--- config.mk ---
export PLATFORM = sky130hd
export DESIGN_NAME = lpm_device_flat
export DESIGN_NICKNAME = d
export VERILOG_FILES = /design/src/design/lpm_pkg.sv /design/src/design/lpm_if.sv /design/src/design/lpm_device.sv /design/src/flat_wrapper.sv
export SDC_FILE = /design/constraint.sdc
export NUM_CORES = 1
export LEC_CHECK = 0
export BUFFER_PORTS_ARGS = -buffer_cell sky130_fd_sc_hd__buf_4
export CORE_AREA = 5 5 70 59
export CTS_BUF_LIST = sky130_fd_sc_hd__clkbuf_2
export CTS_CLUSTER_DIAMETER = 40
export DETAILED_ROUTE_END_ITERATION = 8
export DIE_AREA = 0 0 75 64
export PLACE_DENSITY = 0.69
export SKIP_CTS_REPAIR_TIMING = 1
export SLEW_MARGIN = 20
export SYNTH_ARGS = -nofsm -noshare
export SYNTH_HDL_FRONTEND = slang
export SYNTH_SLANG_ARGS = --single-unit
--- constraint.sdc ---
create_clock -name clock -period 3.8 [get_ports clock]
set_input_delay 0.76 -clock clock [delete_from_list [all_inputs] [get_ports clock]]
set_output_delay 0.76 -clock clock [all_outputs]
set_load 0.01 [all_outputs]
--- src/design/lpm_pkg.sv ---
// Package for the low-power mode sequencer: modes, states and timing counts.
// Assumes a single 125 MHz clock and an active-low asynchronous reset.
package lpm_pkg;
  // Oscillator ticks per machine cycle, and strobe high phase within it
  localparam int unsigned OscPerCycle   = 6;
  localparam logic [2:0]  CycleLast     = 3'h5;
  localparam logic [2:0]  StrobeHiPhase = 3'h1;
  // Reset must be seen high this many machine cycles
  localparam logic [1:0]  RstCycles     = 2'h2;
  // Resumed cycles allowed after reset ends idle
  localparam logic [1:0]  ResumeCycles  = 2'h2;
  // Oscillator settle time (ms) and core-clock count for the host end
  localparam int unsigned SettleMs      = 10;
  localparam int unsigned ClockMhz      = 125;
  localparam int unsigned SettleCycles  = SettleMs * 1000 * ClockMhz;

  typedef enum logic [2:0] {
    LPM_RUN    = 3'h0,
    LPM_IDLE   = 3'h1,
    LPM_RESUME = 3'h3,
    LPM_PDOWN  = 3'h2,
    LPM_WAKE   = 3'h6,
    LPM_EMUL   = 3'h4
  } lpm_state_t;
endpackage

--- src/design/lpm_if.sv ---
// Link between the mode sequencer and the board-side party.
// Assumes both ends share the clock; the bench resolves weak pull-ups.
`timescale 1ns/1ps
interface lpm_if (
  input wire logic clock,
  input wire logic nrst
);
  logic rstPin;        // Board reset, active high
  logic extIrqZeroN;   // External interrupt zero, active low
  logic extIrqOneN;    // External interrupt one, active low
  logic latchStrobeI;  // Address latch strobe as seen on the wire
  logic latchStrobeO;
  logic latchStrobeOeN;
  logic latchStrobeDrvI; // Board drive of latch strobe
  logic latchStrobeDrvOeN;
  logic fetchStrobeN;  // Program fetch strobe, active low
  logic busPortZeroFloat;
  logic busPortTwoAddr;
  logic oscRun;
  logic emulMode;
  modport dev (input rstPin, extIrqZeroN, extIrqOneN, latchStrobeI,
               output latchStrobeO, latchStrobeOeN, fetchStrobeN,
               busPortZeroFloat, busPortTwoAddr, oscRun, emulMode);
  modport brd (output rstPin, extIrqZeroN, extIrqOneN, latchStrobeDrvI,
               latchStrobeDrvOeN,
               input latchStrobeI, fetchStrobeN, oscRun, emulMode);
endinterface

--- src/design/lpm_device.sv ---
// Device end: clock divide, machine-cycle strobe, idle, power-down, emulation.
// Assumes the core holds its requests one clock and keeps level interrupt setup.
`timescale 1ns/1ps
module lpm_device (
  input  wire logic clock,
  input  wire logic nrst,
  lpm_if.dev        link,
  input  wire logic idleReq,
  input  wire logic pdownReq,
  input  wire logic irqPending,
  input  wire logic irqZeroEn,
  input  wire logic irqOneEn,
  input  wire logic irqLevelMode,
  input  wire logic extProgMem,
  output logic      coreRun,
  output logic      periphRun,
  output logic      ramBlock,
  output logic      regInit,
  output logic      wakeIrq
);
  lpm_pkg::lpm_state_t state_q;
  logic        half_q;
  logic [2:0]  phase_q;
  logic [1:0]  rstCnt_q;
  logic        rstValid_q;
  logic [1:0]  resume_q;
  logic        lsO_q;
  logic        fsN_q;
  logic        lsOeN_q;
  logic        p0Float_q;
  logic        p2Addr_q;
  logic        osc_q;
  logic        emul_q;
  logic        coreRun_q;
  logic        periph_q;
  logic        ramBlock_q;
  logic        regInit_q;
  logic        wakeIrq_q;
  logic        tick;
  logic        cycEnd;
  logic        wakeLow;

  always_ff @(posedge clock or negedge nrst) begin
    if (!nrst) half_q <= 1'b0;
    else if (osc_q) half_q <= !half_q;
  end
  assign tick   = osc_q && half_q;
  assign cycEnd = tick && (phase_q == lpm_pkg::CycleLast);

  always_ff @(posedge clock or negedge nrst) begin
    if (!nrst) phase_q <= 3'h0;
    else if (tick) phase_q <= cycEnd ? 3'h0 : phase_q + 3'h1;
  end

  always_ff @(posedge clock or negedge nrst) begin
    if (!nrst) begin
      rstCnt_q   <= 2'h0;
      rstValid_q <= 1'b0;
    end else if (!link.rstPin) begin
      rstCnt_q   <= 2'h0;
      rstValid_q <= 1'b0;
    end else if (cycEnd && rstCnt_q != lpm_pkg::RstCycles) begin
      rstCnt_q <= rstCnt_q + 2'h1;
    end else if (rstCnt_q == lpm_pkg::RstCycles) begin
      rstValid_q <= 1'b1;
    end
  end

  // Wake needs an enabled, level-mode external line held low
  // Level-mode wake only
  assign wakeLow = irqLevelMode &&
                   ((irqZeroEn && !link.extIrqZeroN) || (irqOneEn && !link.extIrqOneN));

  // Mode sequencer; register and RAM contents live outside and are only gated here
  always_ff @(posedge clock or negedge nrst) begin
    if (!nrst) begin
      state_q    <= lpm_pkg::LPM_RUN;
      resume_q   <= 2'h0;
      osc_q      <= 1'b1;
      emul_q     <= 1'b0;
      regInit_q  <= 1'b1;
      wakeIrq_q  <= 1'b0;
    end else begin
      wakeIrq_q <= 1'b0;
      regInit_q <= 1'b0;
      case (state_q)
        lpm_pkg::LPM_RUN: begin
          if (rstValid_q) begin
            regInit_q <= 1'b1;
            if (!link.latchStrobeI && fsN_q) emul_q <= 1'b1;
          end else if (pdownReq) begin
            osc_q   <= 1'b0;
            state_q <= lpm_pkg::LPM_PDOWN;
          end else if (idleReq) begin
            state_q <= lpm_pkg::LPM_IDLE;
          end
          if (emul_q && !link.rstPin) state_q <= lpm_pkg::LPM_EMUL;
        end
        lpm_pkg::LPM_IDLE: begin
          if (link.rstPin) begin
            resume_q <= 2'h0;
            state_q  <= lpm_pkg::LPM_RESUME;
          end else if (irqPending) begin
            state_q <= lpm_pkg::LPM_RUN;
          end
        end
        lpm_pkg::LPM_RESUME: begin
          if (rstValid_q || resume_q == lpm_pkg::ResumeCycles) begin
            state_q <= lpm_pkg::LPM_RUN;
          end else if (cycEnd) begin
            resume_q <= resume_q + 2'h1;
          end
        end
        lpm_pkg::LPM_PDOWN: begin
          if (link.rstPin || wakeLow) begin
            osc_q   <= 1'b1;
            state_q <= lpm_pkg::LPM_WAKE;
          end
        end
        lpm_pkg::LPM_WAKE: begin
          if (rstValid_q) begin
            regInit_q <= 1'b1;
            state_q   <= lpm_pkg::LPM_RUN;
          end else if (!link.rstPin && link.extIrqZeroN && link.extIrqOneN) begin
            wakeIrq_q <= 1'b1;
            state_q   <= lpm_pkg::LPM_RUN;
          end
        end
        lpm_pkg::LPM_EMUL: begin
          if (rstValid_q && link.latchStrobeI) begin
            emul_q    <= 1'b0;
            regInit_q <= 1'b1;
            state_q   <= lpm_pkg::LPM_RUN;
          end
        end
        default: state_q <= lpm_pkg::LPM_RUN;
      endcase
    end
  end

  // Core, peripheral and RAM gating
  // Contents frozen by clock gating
  always_ff @(posedge clock or negedge nrst) begin
    if (!nrst) begin
      coreRun_q  <= 1'b0;
      periph_q   <= 1'b1;
      ramBlock_q <= 1'b0;
    end else begin
      coreRun_q  <= (state_q == lpm_pkg::LPM_RUN && !link.rstPin) ||
                    state_q == lpm_pkg::LPM_RESUME;
      periph_q   <= state_q != lpm_pkg::LPM_PDOWN && state_q != lpm_pkg::LPM_WAKE;
      ramBlock_q <= state_q == lpm_pkg::LPM_RESUME;
    end
  end

  always_ff @(posedge clock or negedge nrst) begin
    if (!nrst) begin
      lsO_q     <= 1'b1;
      lsOeN_q   <= 1'b1;
      fsN_q     <= 1'b1;
      p0Float_q <= 1'b1;
      p2Addr_q  <= 1'b0;
    end else begin
      lsOeN_q   <= 1'b0;
      p0Float_q <= extProgMem;
      p2Addr_q  <= extProgMem;
      fsN_q     <= !(extProgMem && tick && phase_q[0]);
      lsO_q     <= phase_q == lpm_pkg::StrobeHiPhase;
      case (state_q)
        lpm_pkg::LPM_IDLE: begin
          lsO_q <= 1'b1;
          fsN_q <= 1'b1;
        end
        lpm_pkg::LPM_PDOWN, lpm_pkg::LPM_WAKE: begin
          lsO_q    <= 1'b0;
          fsN_q    <= 1'b0;
          p2Addr_q <= 1'b0;
        end
        lpm_pkg::LPM_EMUL: begin
          lsOeN_q   <= 1'b1;
          fsN_q     <= 1'b1;
          p0Float_q <= 1'b1;
          p2Addr_q  <= 1'b0;
        end
        default: begin
          // Let board strap during reset; fetch strobe rests high so a strap can be seen
          if (link.rstPin) begin
            lsOeN_q <= 1'b1;
            fsN_q   <= 1'b1;
          end
        end
      endcase
    end
  end

  assign link.latchStrobeO     = lsO_q;
  assign link.latchStrobeOeN   = lsOeN_q;
  assign link.fetchStrobeN     = fsN_q;
  assign link.busPortZeroFloat = p0Float_q;
  assign link.busPortTwoAddr   = p2Addr_q;
  assign link.oscRun           = osc_q;
  assign link.emulMode         = emul_q;
  assign coreRun               = coreRun_q;
  assign periphRun             = periph_q;
  assign ramBlock              = ramBlock_q;
  assign regInit               = regInit_q;
  assign wakeIrq               = wakeIrq_q;
endmodule

--- src/flat_wrapper.sv ---
// flat-port wrapper written by rule: the top's interface ports become plain ports
module lpm_device_flat 
  (clock, nrst, idleReq, pdownReq, irqPending, irqZeroEn, irqOneEn, irqLevelMode, extProgMem, coreRun, periphRun, ramBlock, regInit, wakeIrq, link_rstPin, link_extIrqZeroN, link_extIrqOneN, link_latchStrobeI, link_latchStrobeO, link_latchStrobeOeN, link_fetchStrobeN, link_busPortZeroFloat, link_busPortTwoAddr, link_oscRun, link_emulMode);
  lpm_if link_i (.clock(clock), .nrst(nrst));
  input  wire logic clock;
  input  wire logic nrst;
  input  wire logic idleReq;
  input  wire logic pdownReq;
  input  wire logic irqPending;
  input  wire logic irqZeroEn;
  input  wire logic irqOneEn;
  input  wire logic irqLevelMode;
  input  wire logic extProgMem;
  output logic coreRun;
  output logic periphRun;
  output logic ramBlock;
  output logic regInit;
  output logic wakeIrq;
  input wire logic [$bits(link_i.rstPin)-1:0] link_rstPin;
  input wire logic [$bits(link_i.extIrqZeroN)-1:0] link_extIrqZeroN;
  input wire logic [$bits(link_i.extIrqOneN)-1:0] link_extIrqOneN;
  input wire logic [$bits(link_i.latchStrobeI)-1:0] link_latchStrobeI;
  output wire logic [$bits(link_i.latchStrobeO)-1:0] link_latchStrobeO;
  output wire logic [$bits(link_i.latchStrobeOeN)-1:0] link_latchStrobeOeN;
  output wire logic [$bits(link_i.fetchStrobeN)-1:0] link_fetchStrobeN;
  output wire logic [$bits(link_i.busPortZeroFloat)-1:0] link_busPortZeroFloat;
  output wire logic [$bits(link_i.busPortTwoAddr)-1:0] link_busPortTwoAddr;
  output wire logic [$bits(link_i.oscRun)-1:0] link_oscRun;
  output wire logic [$bits(link_i.emulMode)-1:0] link_emulMode;
  assign link_i.rstPin = link_rstPin;
  assign link_i.extIrqZeroN = link_extIrqZeroN;
  assign link_i.extIrqOneN = link_extIrqOneN;
  assign link_i.latchStrobeI = link_latchStrobeI;
  assign link_latchStrobeO = link_i.latchStrobeO;
  assign link_latchStrobeOeN = link_i.latchStrobeOeN;
  assign link_fetchStrobeN = link_i.fetchStrobeN;
  assign link_busPortZeroFloat = link_i.busPortZeroFloat;
  assign link_busPortTwoAddr = link_i.busPortTwoAddr;
  assign link_oscRun = link_i.oscRun;
  assign link_emulMode = link_i.emulMode;
  lpm_device u_core (.clock(clock), .nrst(nrst), .link(link_i), .idleReq(idleReq), .pdownReq(pdownReq), .irqPending(irqPending), .irqZeroEn(irqZeroEn), .irqOneEn(irqOneEn), .irqLevelMode(irqLevelMode), .extProgMem(extProgMem), .coreRun(coreRun), .periphRun(periphRun), .ramBlock(ramBlock), .regInit(regInit), .wakeIrq(wakeIrq));
endmodule
# Word level (Yosys, flattened, before mapping)
# Index checks and enable logic that the tools add are counted.
[totals] reg_bits=24 elab_cells=132 inputBits=13
[classes] n_addsub=3 eq_ne=29 reduce_logical=39 n_mux=43
[op_table] operator="3-bit 2-to-1 mux" n=12
[op_table] operator="1-bit 2-to-1 mux" n=18
[op_table] operator="3-bit one-hot mux with 6 select lines" n=1
[op_table] operator="2-bit by 1-bit != test with 1-bit output, second input constant" n=8
[op_table] operator="1-bit logical AND" n=15
[op_table] operator="2-bit != test, second input constant" n=6
[op_table] operator="1-bit one-hot mux with 2 select lines" n=6
[op_table] operator="4-bit AND reduction" n=3
[op_table] operator="2-bit 2-to-1 mux" n=5
[op_table] operator="3-bit == test, second input constant" n=3
[op_table] operator="3-bit != test, second input constant" n=3
[op_table] operator="7-bit AND reduction" n=1
[op_table] operator="3-bit by 1-bit == test with 1-bit output, second input constant" n=2
[op_table] operator="3-bit by 2-bit == test with 1-bit output, second input constant" n=2
[op_table] operator="1-bit zero test" n=6
[op_table] operator="2-bit nonzero test" n=3
[op_table] operator="2-bit OR reduction" n=3
[op_table] operator="3-bit OR reduction" n=2
[op_table] operator="2-bit by 1-bit adder with 2-bit output, second input constant" n=2
[op_table] operator="2-bit == test, second input constant" n=2
[op_table] operator="1-bit logical OR" n=4
[op_table] operator="4-bit by 3-bit != test with 1-bit output, second input constant" n=1
[op_table] operator="2-bit one-hot mux with 2 select lines" n=1
[op_table] operator="3-bit by 1-bit adder with 3-bit output, second input constant" n=1
[op_table] operator="4 further kinds" n=4

# Longest topological paths before layout
# Gate-level depths: netlist of run 1.
[logic_depth] depth_word=7 depth_mapped=6 ltp_nobuf=6

# Worst setup path before layout of run 1
# OpenSTA, ideal clock, no wires.
[synth_path] kind="input to register" from="input port irqOneEn" to="register u_core.state_q[1]" path_slack_ps=2221 t_arrival_ps=1499 cell_stages=5 path_cell_list="nor2b_1 o21ai_1 a221oi_2 o21ai_1 mux2i_1"
[synth_between] elab_chain_len=6
[synth_lines] item="from (decl)" line_no="flat_wrapper.sv:11" source="input wire logic irqOneEn;"
[synth_lines] item="1-bit logical AND" line_no="lpm_device.sv:72" source="((irqZeroEn && !link.extIrqZeroN) || (irqOneEn && !link.extIrqOneN));"
[synth_lines] item="1-bit logical OR" line_no="lpm_device.sv:72"
[synth_lines] item="1-bit logical AND" line_no="lpm_device.sv:71" source="assign wakeLow = irqLevelMode &&"
[synth_lines] item="1-bit logical OR" line_no="lpm_device.sv:115" source="if (link.rstPin || wakeLow) begin"
[synth_lines] item="2-bit by 1-bit != test with 1-bit output (no line)"
[synth_lines] item="7-bit AND reduction (no line)"
[synth_lines] item="to (signal assigned)" line_no="lpm_device.sv:77" source="state_q <= lpm_pkg::LPM_RUN;"
[synth_lines] item="to (signal assigned)" line_no="lpm_device.sv:117" source="state_q <= lpm_pkg::LPM_WAKE;"
[synth_lines] item="to (signal assigned)" line_no="lpm_device.sv:123" source="state_q <= lpm_pkg::LPM_RUN;"
[synth_lines] item="to (decl)" line_no="lpm_device.sv:21" source="lpm_pkg::lpm_state_t state_q;"
# Every way passes these cells.
# A chain may end at the register's enable or synchronous reset.

# Worst setup path in the final report of run 1
[layout_path] from="register u_core.osc_q, in the netlist u_core.link.oscRun" to="output port link_oscRun"
[layout_lines] item="from (decl)" line_no="lpm_device.sv:32" source="logic osc_q;"
[layout_lines] item="from (signal assigned)" line_no="lpm_device.sv:79" source="osc_q <= 1'b1;"
[layout_lines] item="from (signal assigned)" line_no="lpm_device.sv:92" source="osc_q <= 1'b0;"
[layout_lines] item="from (signal assigned)" line_no="lpm_device.sv:116" source="osc_q <= 1'b1;"
[layout_lines] item="to (decl)" line_no="flat_wrapper.sv:28" source="output wire logic [$bits(link_i.oscRun)-1:0] link_oscRun;"
# No word-level cell between the ends.

==> results of run 1 <==
-- registers in the layout, indices dropped and copies added (netlist names), 2 cells and up --
name             count
u_core.state_q       3
u_core.resume_q      2
u_core.phase_q       3
u_core.rstCnt_q      2
-- cell type report --
class,instances,share of cell area (%)
clock buffers,3,0.998
repair buffers,24,12.0
well taps,42,3.49
flip-flops and latches,24,40.5
inverters,9,2.24
multi-input cells,86,38.8
clock inverters,1,2.00
-- stage by stage --
step / setup WS [ns] / hold WS (ns) / util [%] / power [W]
6_report: 1.96 / 0.246 / 44.9 / 0.000706
5_1_grt: 1.88 / 0.226 / 44.9 / 0.000750
4_1_cts: 1.94 / 0.240 / 44.9 / 0.000712
3_5_place_dp: 1.93 / 0.459 / 43.6 / 0.000541
3_3_place_gp: 2.00 / 0.454 / 43.6 / 0.000535
2_1_floorplan: 2.22 / 0.440 / - / 0.000462
-- worst reg2reg max path, stage by stage, from the launching register on --
cell and delay (ns):
dfrtp_1 0.73, nand3b_1 0.23, nor3_2 0.20, nor2b_4 0.18, a31oi_2 0.05, mux2_4 0.33
-- routing by layer --
metal / part of all wire (%) / GRT usage, % / vias to the layer above
met5: 0 / 0 / -
met4: 1.1 / 2.67 / 0
met3: 6.6 / 3.76 / 2
met2: 47 / 19.2 / 30
met1: 45 / 16.9 / 474
li1: - / - / 478
-- power by group through the flow --
stage	Sequential [W]	Combinational (W)	Clock, W
6_report	0.000357	0.000179	0.000170
5_1_grt	0.000365	0.000199	0.000186
4_1_cts	0.000356	0.000181	0.000174
3_5_place_dp	0.000361	0.000180	0
3_3_place_gp	0.000359	0.000175	0
2_1_floorplan	0.000351	0.000112	0
-- worst paths after layout --
| check | from | end | slack, ns | depth (start not counted) |
|---|---|---|---|---|
| worst max-delay path | u_core.link.oscRun | link_oscRun | 1.96 | 1 |
| worst min-delay path | nrst | u_core.phase_q[0] | 0.25 | 1 |
| worst max register to register | u_core.state_q[0] | u_core.resume_q[1] | 2.02 | 5 |
| worst min register to register | u_core.half_q | u_core.half_q | 0.48 | 1 |
| max in group asynchronous | nrst | u_core.regInit | 3.25 | 1 |
| min in group clock | u_core.half_q | u_core.half_q | 0.48 | 1 |
-- cells by family (layout without fill, tap and decap cells) --
logic type               Yosys count  after routing  share of synthesized area [%]
AND/OR/NAND/NOR                   42             42                           18.4
AO/OA/AOI/OAI                     35             35                           19.1
flip-flops                        24             24                           47.7
buffers and inverters             16             37                           6.47
adder cells (fa/ha/maj)            4              4                           3.92
multiplexers                       4              4                           3.63
XOR/XNOR                           1              1                          0.686
-- layout by cell type (no fill, tap or decap), drive strengths merged, types with 3 or more instances in the layout --
master  Yosys  layout
buf         6      24
nand3       3       3
or3         3       3
nor2       17      17
nand3b      3       3
dfstp       7       7
o21ai      13      13
dfrtp      17      17
ha          4       4
inv         9       9
clkbuf      1       3
a21oi       6       6
nand2       6       6
nor2b       4       4
==> run summary, run 1 <==
gpl congestion = 0.730
vias per cell = 5.21
area occupied by multi-input gates = 584 sq um
Worst Path Arrival = 1.08 ns
RSZ-0062 raised after global routing = false
Clock power frac = 24.1%
Pint = 0.000484 W
Storage cell area = 609 sq um
gr ovfl total = 0
Critical Path Sink Type = output pin
synthesis-to-layout area growth = 17.9%
max-slew violation count = 0
Avg Inst Size Synth = 10.1 sq um
CTS H-Tree Depth = 1
Total GRT Usage = 12.4%
Post-route DRC = 0
largest net degree at the start of global routing = 25
placed instance area = 0.00146 sq mm
CP peak stage delay = 0.62 ns
wire per inst = 14.2 um
deepest clock path buffer count = 2
sequential area share after synthesis = 47.7%
setup violators final = 0
Yosys top cell by area = dfrtp_1
skew final = 0.0193 ns
Slew @ Worst Pin = 0.543 ns
number of diodes = 0
Routed Wire Length = 2680 um
sequential power share = 50.5%
Power Density = 469 mW/mm^2
CP max-delay cell = dfstp_2
CTS tree = yes
combinational fraction of design power = 25.3%
remaining antenna violation count after routing = 0
nets = 165
Net Sw Frac = 31.5%
Slew headroom = 63.8%
top post-synthesis cells by count = dfrtp_1, nor2_1, o21ai_0
Top delay family on crit path = flip-flops
Leak Pwr = 0.662 nW
Post-Layout Cell Count = 189
synth top area cells = dfrtp_1, dfstp_2, nor2_1
estimated wirelength of the detail-placed design = 1980 um
Synth Flop Type = dfrtp_1
status = complete, no violations
via count = 984
Pre-antenna DRT Iters = 4
die height = 64 um
share of the synthesized area in the top cell type = 33.3%
Placed Instances = 185
Worst EP required = 3.04 ns
Die Width = 75 um
core box area = 0.00335 sq mm
peak supply drop = 0.000237 V
design area = 0.00151 sq mm
Syn Inst Count = 126
share of layout cells above drive strength 1 = 30.6%
Hold/Removal Path Class = in2async
Net Switching = 0.000222 W
final worst path period need = 1.84 ns
Filler cells = 328
port bufs = 24
clk sink count = 24
Fmax achieved = 544 MHz
Worst setup SP type = flop
row cnt = 19
Seq cells post-synth = 24
number of flops mapped to enable cells by yosys = 0
critical path class = reg2out
final period utilization = 48.4%
Initial Utilization = 38.1%
die area = 0.00480 sq mm
Async SR Flop Fraction = 100%
Max Cap Violations = 0
distinct cell type count after synthesis = 42
Setup TNS = 0 ns
worst skew pair latency = 0.35 ns
initial DRC count = 57
Critical path buffers and inverters = 1
Clk pin slew, worst setup/hold paths = 0.24 ns
final hold violations = 0
first-pass GRT wire length = 4640 um
cell with the most instances after synthesis = dfrtp_1
Post-Syn Area = 0.00128 sq mm
Post-Syn Nets = 143
io pins = 25
Ys Warns = 0
Clock Tree Root = clkbuf_2
vias in the first global route = 995
cts bufs inserted = 3
Max FO, Critical Path = 5
Cell Chain, Critical Path = buf_4
initial antenna violation count = 0
Note: power is estimated with default switching activity, not from simulation.
==> run 2: changes to the inputs <==
--- a/config.mk
+++ b/config.mk
@@ -5,13 +5,14 @@
 export SDC_FILE = /design/constraint.sdc
 export NUM_CORES = 1
 export LEC_CHECK = 0
+export ABC_AREA = 1
 export BUFFER_PORTS_ARGS = -buffer_cell sky130_fd_sc_hd__buf_4
-export CORE_AREA = 5 5 70 59
+export CORE_AREA = 5 5 68 57
 export CTS_BUF_LIST = sky130_fd_sc_hd__clkbuf_2
 export CTS_CLUSTER_DIAMETER = 40
 export DETAILED_ROUTE_END_ITERATION = 8
-export DIE_AREA = 0 0 75 64
-export PLACE_DENSITY = 0.69
+export DIE_AREA = 0 0 73 62
+export PLACE_DENSITY = 0.7
 export SKIP_CTS_REPAIR_TIMING = 1
 export SLEW_MARGIN = 20
 export SYNTH_ARGS = -nofsm -noshare
==> constraint.sdc (replaced) <==
create_clock -name clock -period 1.87 [get_ports clock]
set_input_delay 0.374 -clock clock [delete_from_list [all_inputs] [get_ports clock]]
set_output_delay 0.374 -clock clock [all_outputs]
set_load 0.01 [all_outputs]
==> run summary, run 2 <==
status = complete, no violations
adder-cell share of the synthesized area = 4.17%
clk sink count = 24
skew final = 0.0102 ns
gpl congestion = 0.892
top post-synthesis cells by count = nand2_1, inv_1, dfrtp_1
Seq cells post-synth = 24
CTS H-Tree Depth = 1
Synth Area in Compound Gates = 11.2%
placed instance area = 0.00143 sq mm
share of the synthesized area in the top cell type = 35.5%
Post-Syn Area = 0.00120 sq mm
Slew @ Worst Pin = 0.304 ns
via count = 1027
worst reg2reg path depth = 8
commonest non-fill, non-tap cell in the layout = nand2_1
post-synthesis mux area share = 0%
Synth Flop Type = dfrtp_1
Fmax achieved = 669 MHz
Syn Inst Count = 141
vias in the first global route = 1070
io pins = 25
die height = 62 um
largest net degree at the start of global routing = 25
XOR/XNOR Fraction of Synth Area = 0%
Die Width = 73 um
estimated wirelength of the detail-placed design = 2090 um
Power Density = 1330 mW/mm^2
deepest clock path buffer count = 2
critical path class = reg2reg
core box area = 0.00306 sq mm
Storage cell area = 609 sq um
vias per cell = 4.91
power after layout = 0.00193 W
first-pass GRT wire length = 4690 um
most frequent cells in the layout = nand2_1, buf_4, inv_1, dfrtp_1, nand3_1
gr ovfl total = 0
Leak Pwr = 0.749 nW
final worst slack = 0.375 ns
Ys Warns = 0
wire per inst = 12.6 um
Regs by FF count = u_core.phase_q: 3 flops, u_core.state_q: 3 flops
port bufs = 24
peak supply drop = 0.000455 V
cts bufs inserted = 3
Post-Syn Nets = 158
Async SR Flop Fraction = 100%
remaining antenna violation count after routing = 0
Routed Wire Length = 2630 um
design area = 0.00145 sq mm
Pre-antenna DRT Iters = 4
register-to-register setup slack = 0.37 ns
number of flops mapped to enable cells by yosys = 0
initial DRC count = 89
area occupied by multi-input gates = 492 sq um
RSZ-0062 raised after global routing = false
final period utilization = 80.0%
sequential area share after synthesis = 50.8%
row cnt = 18
die area = 0.00453 sq mm
Max FO, Critical Path = 4
nets = 187
Core Util, Final = 47.5%
worst skew pair latency = 0.34 ns
main combinational cell family by area after synthesis = simple AND/OR/NAND/NOR gates
final worst path period need = 1.50 ns
Post-route DRC = 0
Clk pin slew, worst setup/hold paths = 0.22 ns
Initial Utilization = 39.2%
DP Worst Slack = 0.439 ns
distinct cell type count after synthesis = 28
Critical Path Sink Type = flop
Avg Inst Size Synth = 8.51 sq um
initial antenna violation count = 0
Worst setup SP type = flop
Clock Tree Root = clkbuf_2
setup violators final = 0
Filler cells = 315
cell with the most instances after synthesis = nand2_1
Max Cap Violations = 0
final hold violations = 0
Slew headroom = 79.8%
Yosys top cell by area = dfrtp_1
Hold/Removal Path Class = in2reg
share of layout cells above drive strength 1 = 27.8%
Hold Path Cell Cnt = 3
synth top area cells = dfrtp_1, dfstp_2, nand2_1
simple-gate share of the synthesized area = 25.7%
synthesis-to-layout area growth = 21.2%
number of diodes = 0
Total GRT Usage = 13.6%
CTS tree = yes
Worst EP required = 2.15 ns
max-slew violation count = 0
Worst Path Arrival = 1.78 ns
Setup TNS = 0 ns
-- run 2: cell count changes after synthesis, moves of 8 or more --
cell / previous run / this run
nand2_1: 6 / 29
inv_1: 9 / 22
nand3_1: 2 / 14
nor2_1: 16 / 8
-- run 2: per-stage QoR --
| step | hold slack [ns] | std cells |
|---|---|---|
| 2_1_floorplan | 0.0784 | 141 |
| 3_3_place_gp | 0.283 | 204 |
| 3_5_place_dp | 0.290 | 204 |
| 4_1_cts | -0.132 | 208 |
| 5_1_grt | 0.231 | 209 |
| 6_report | 0.258 | 209 |
-- run 2: where the power goes --
part	leakage [nW]	total, W	internal [W]	switching [W]
clock network	0.0140	0.000197	0.0000465	0.000151
logic	0.443	0.000872	0.000352	0.000519
registers	0.292	0.000859	0.000735	0.000124
total	0.749	0.00193	0.00113	0.000794
-- run 2: logic make-up after synthesis --
kind of cell               Yosys count
DFF                                 24
and+or+nand+nor                     65
buffers and inverters               26
AOI/OAI and AO/OA                   22
adders and majority gates            4
-- run 2: worst max-delay path, stage by stage, from the launching register on --
cell     delay (ns)
dfstp_2        0.60
nand2_1        0.08
nor2_1         0.13
nand2_1        0.10
inv_1          0.16
nand3_1        0.12
nand2_1        0.11
nand3_1        0.07
o21ai_1        0.07
-- run 2: routing by layer --
layer	part of all wire (%)	track usage, %	wire length, um
met2	45	22.3	1180
met5	0	0	0
met3	7.5	3.86	196
met1	47	17.9	1240
met4	0.65	3.42	17
-- run 2: layout make-up --
cell class                 count  share of cell area, %
multi-input combinational     91                   33.8
clock inverter                 1                  0.258
clock buffer                   3                   1.03
inverter                      25                   6.45
sequential                    24                   41.9
timing repair buffer          25                   13.1
tap                           40                   3.44
-- run 2: path summary, 6_finish.rpt --
check,from,endpoint
setup / recovery,u_core.link.oscRun,u_core.resume_q[0]
hold / removal,extProgMem,u_core.link.busPortZeroFloat
setup reg to reg,u_core.link.oscRun,u_core.resume_q[0]
hold reg to reg,u_core.phase_q[2],u_core.link.latchStrobeO
max in group asynchronous,nrst,u_core.link.busPortZeroFloat
min in group asynchronous,nrst,u_core.rstCnt_q[0]
==> run 3: changes to the inputs <==
--- a/config.mk
+++ b/config.mk
@@ -5,14 +5,14 @@
 export SDC_FILE = /design/constraint.sdc
 export NUM_CORES = 1
 export LEC_CHECK = 0
-export ABC_AREA = 1
+export ABC_AREA = 0
 export BUFFER_PORTS_ARGS = -buffer_cell sky130_fd_sc_hd__buf_4
-export CORE_AREA = 5 5 68 57
+export CORE_AREA = 5 5 70 59
 export CTS_BUF_LIST = sky130_fd_sc_hd__clkbuf_2
 export CTS_CLUSTER_DIAMETER = 40
 export DETAILED_ROUTE_END_ITERATION = 8
-export DIE_AREA = 0 0 73 62
-export PLACE_DENSITY = 0.7
+export DIE_AREA = 0 0 75 64
+export PLACE_DENSITY = 0.69
 export SKIP_CTS_REPAIR_TIMING = 1
 export SLEW_MARGIN = 20
 export SYNTH_ARGS = -nofsm -noshare
==> constraint.sdc (replaced) <==
create_clock -name clock -period 1.5 [get_ports clock]
set_input_delay 0.3 -clock clock [delete_from_list [all_inputs] [get_ports clock]]
set_output_delay 0.3 -clock clock [all_outputs]
set_load 0.01 [all_outputs]
==> run summary, run 3 (synthesized netlist as in run 1, its figures left out) <==
die area = 0.00480 sq mm
via count = 1044
critical path class = reg2reg
initial antenna violation count = 0
Leak Pwr = 0.738 nW
estimated wirelength of the detail-placed design = 2110 um
Slew @ Worst Pin = 0.307 ns
initial DRC count = 49
crit path from = u_core.state_q[2]
Total GRT Usage = 12.7%
Post-route DRC = 0
Top delay family on crit path = simple AND/OR/NAND/NOR gates
largest net degree at the start of global routing = 25
most frequent cells in the layout = buf_4, dfrtp_1, nor2_1, o21ai_0, inv_1
Power Density = 1130 mW/mm^2
peak supply drop = 0.000656 V
Critical path buffers and inverters = 0
synthesis-to-layout area growth = 29.6%
CTS H-Tree Depth = 1
Worst Path Arrival = 1.75 ns
GR Layer Usage met2 = 19.8%
row cnt = 19
design area = 0.00165 sq mm
setup violators final = 0
CP max-delay cell = dfrtp_1
critical path depth in cells = 5
worst reg2reg path depth = 5
Hold/Removal Path Class = in2reg
Slew headroom = 79.5%
busiest grt layer = met2
Clk pin slew, worst setup/hold paths = 0.25 ns
Die Width = 75 um
M1 GR Usage = 17.9%
RSZ-0062 raised after global routing = false
nets = 181
Clock Tree Root = clkbuf_2
worst hold start = extProgMem
Max FO, Critical Path = 3
share of layout cells above drive strength 1 = 39.3%
Hold Path Cell Cnt = 2
Worst setup SP type = flop
gr ovfl total = 0
io pins = 25
core box area = 0.00335 sq mm
max-slew violation count = 0
skew final = 0.0232 ns
Max Cap Violations = 0
met3 Use GR = 3.13%
final worst path period need = 1.46 ns
placed instance area = 0.00154 sq mm
clk sink count = 24
wire per inst = 14.0 um
cts bufs inserted = 3
CP peak stage delay = 0.42 ns
Regs by FF count = u_core.phase_q: 3 flops, u_core.state_q: 3 flops
worst skew pair latency = 0.36 ns
number of diodes = 0
gpl congestion = 0.798
port bufs = 24
Routed Wire Length = 2870 um
Critical R2R Launch = u_core.state_q[2]
CTS tree = yes
final period utilization = 97.4%
remaining antenna violation count after routing = 0
Pre-antenna DRT Iters = 4
power after layout = 0.00188 W
Fmax achieved = 685 MHz
commonest non-fill, non-tap cell in the layout = buf_4
status = complete, no violations
Cell Chain, Critical Path = nand3b_1 > nor3_2 > nor2b_4 > a31oi_4 > mux2_4
Worst EP required = 1.79 ns
final hold violations = 0
Critical Path Sink Type = flop
vias in the first global route = 999
deepest clock path buffer count = 2
Initial Utilization = 38.1%
die height = 64 um
vias per cell = 5.09
first-pass GRT wire length = 4770 um
run 3: through the flow:
| stage | hold WS [ns] | TNS [ns] | instances | util, % | worst slack (ns) |
|---|---|---|---|---|---|
| global placement | 0.209 | 0 | 196 | 46.0 | 0.100 |
| global route | 0.128 | 0 | 205 | 49.3 | 0.00216 |
| CTS | -0.215 | -0.00170 | 200 | 47.4 | -0.00170 |
| floorplan | 0.00441 | -0.0212 | 126 | - | -0.0212 |
| detailed placement | 0.212 | 0 | 196 | 46.0 | 0.0273 |
| finish | 0.151 | 0 | 205 | 49.3 | 0.0393 |
run 3: final timing paths:
path / to / slack [ns]
max in group asynchronous: u_core.regInit / 0.84
hold reg to reg: u_core.half_q / 0.49
hold / removal: u_core.link.busPortZeroFloat / 0.15
min in group asynchronous: u_core.phase_q[2] / 0.35
setup / recovery: u_core.resume_q[1] / 0.04
setup reg to reg: u_core.resume_q[1] / 0.04
run 3: report_power, final:
| group | internal, W | switching [W] | total, W |
|---|---|---|---|
| combinational | 0.000284 | 0.000314 | 0.000597 |
| sequential | 0.000786 | 0.0000590 | 0.000845 |
| clock | 0.000230 | 0.000205 | 0.000435 |
run 3: per-layer routing:
metal | up-vias | wire (um)
met5 | - | 0
met4 | 0 | 27
li1 | 513 | -
met1 | 505 | 1290
met2 | 24 | 1410
met3 | 2 | 136
run 3: area by class of cell:
class | count | area [sq um]
fill | 320 | 1700
sequential | 24 | 611
multi-input combinational | 86 | 602
timing repair buffer | 40 | 310
tap | 42 | 52.6
inverter | 9 | 33.8
clock inverter | 1 | 30.0
clock buffer | 3 | 15.0
run 3: worst register-to-register path: stages (launching register included):
cell and delay [ns]:
dfrtp_1 0.42, nand3b_1 0.22, nor3_2 0.22, nor2b_4 0.21, a31oi_4 0.05, mux2_4 0.30
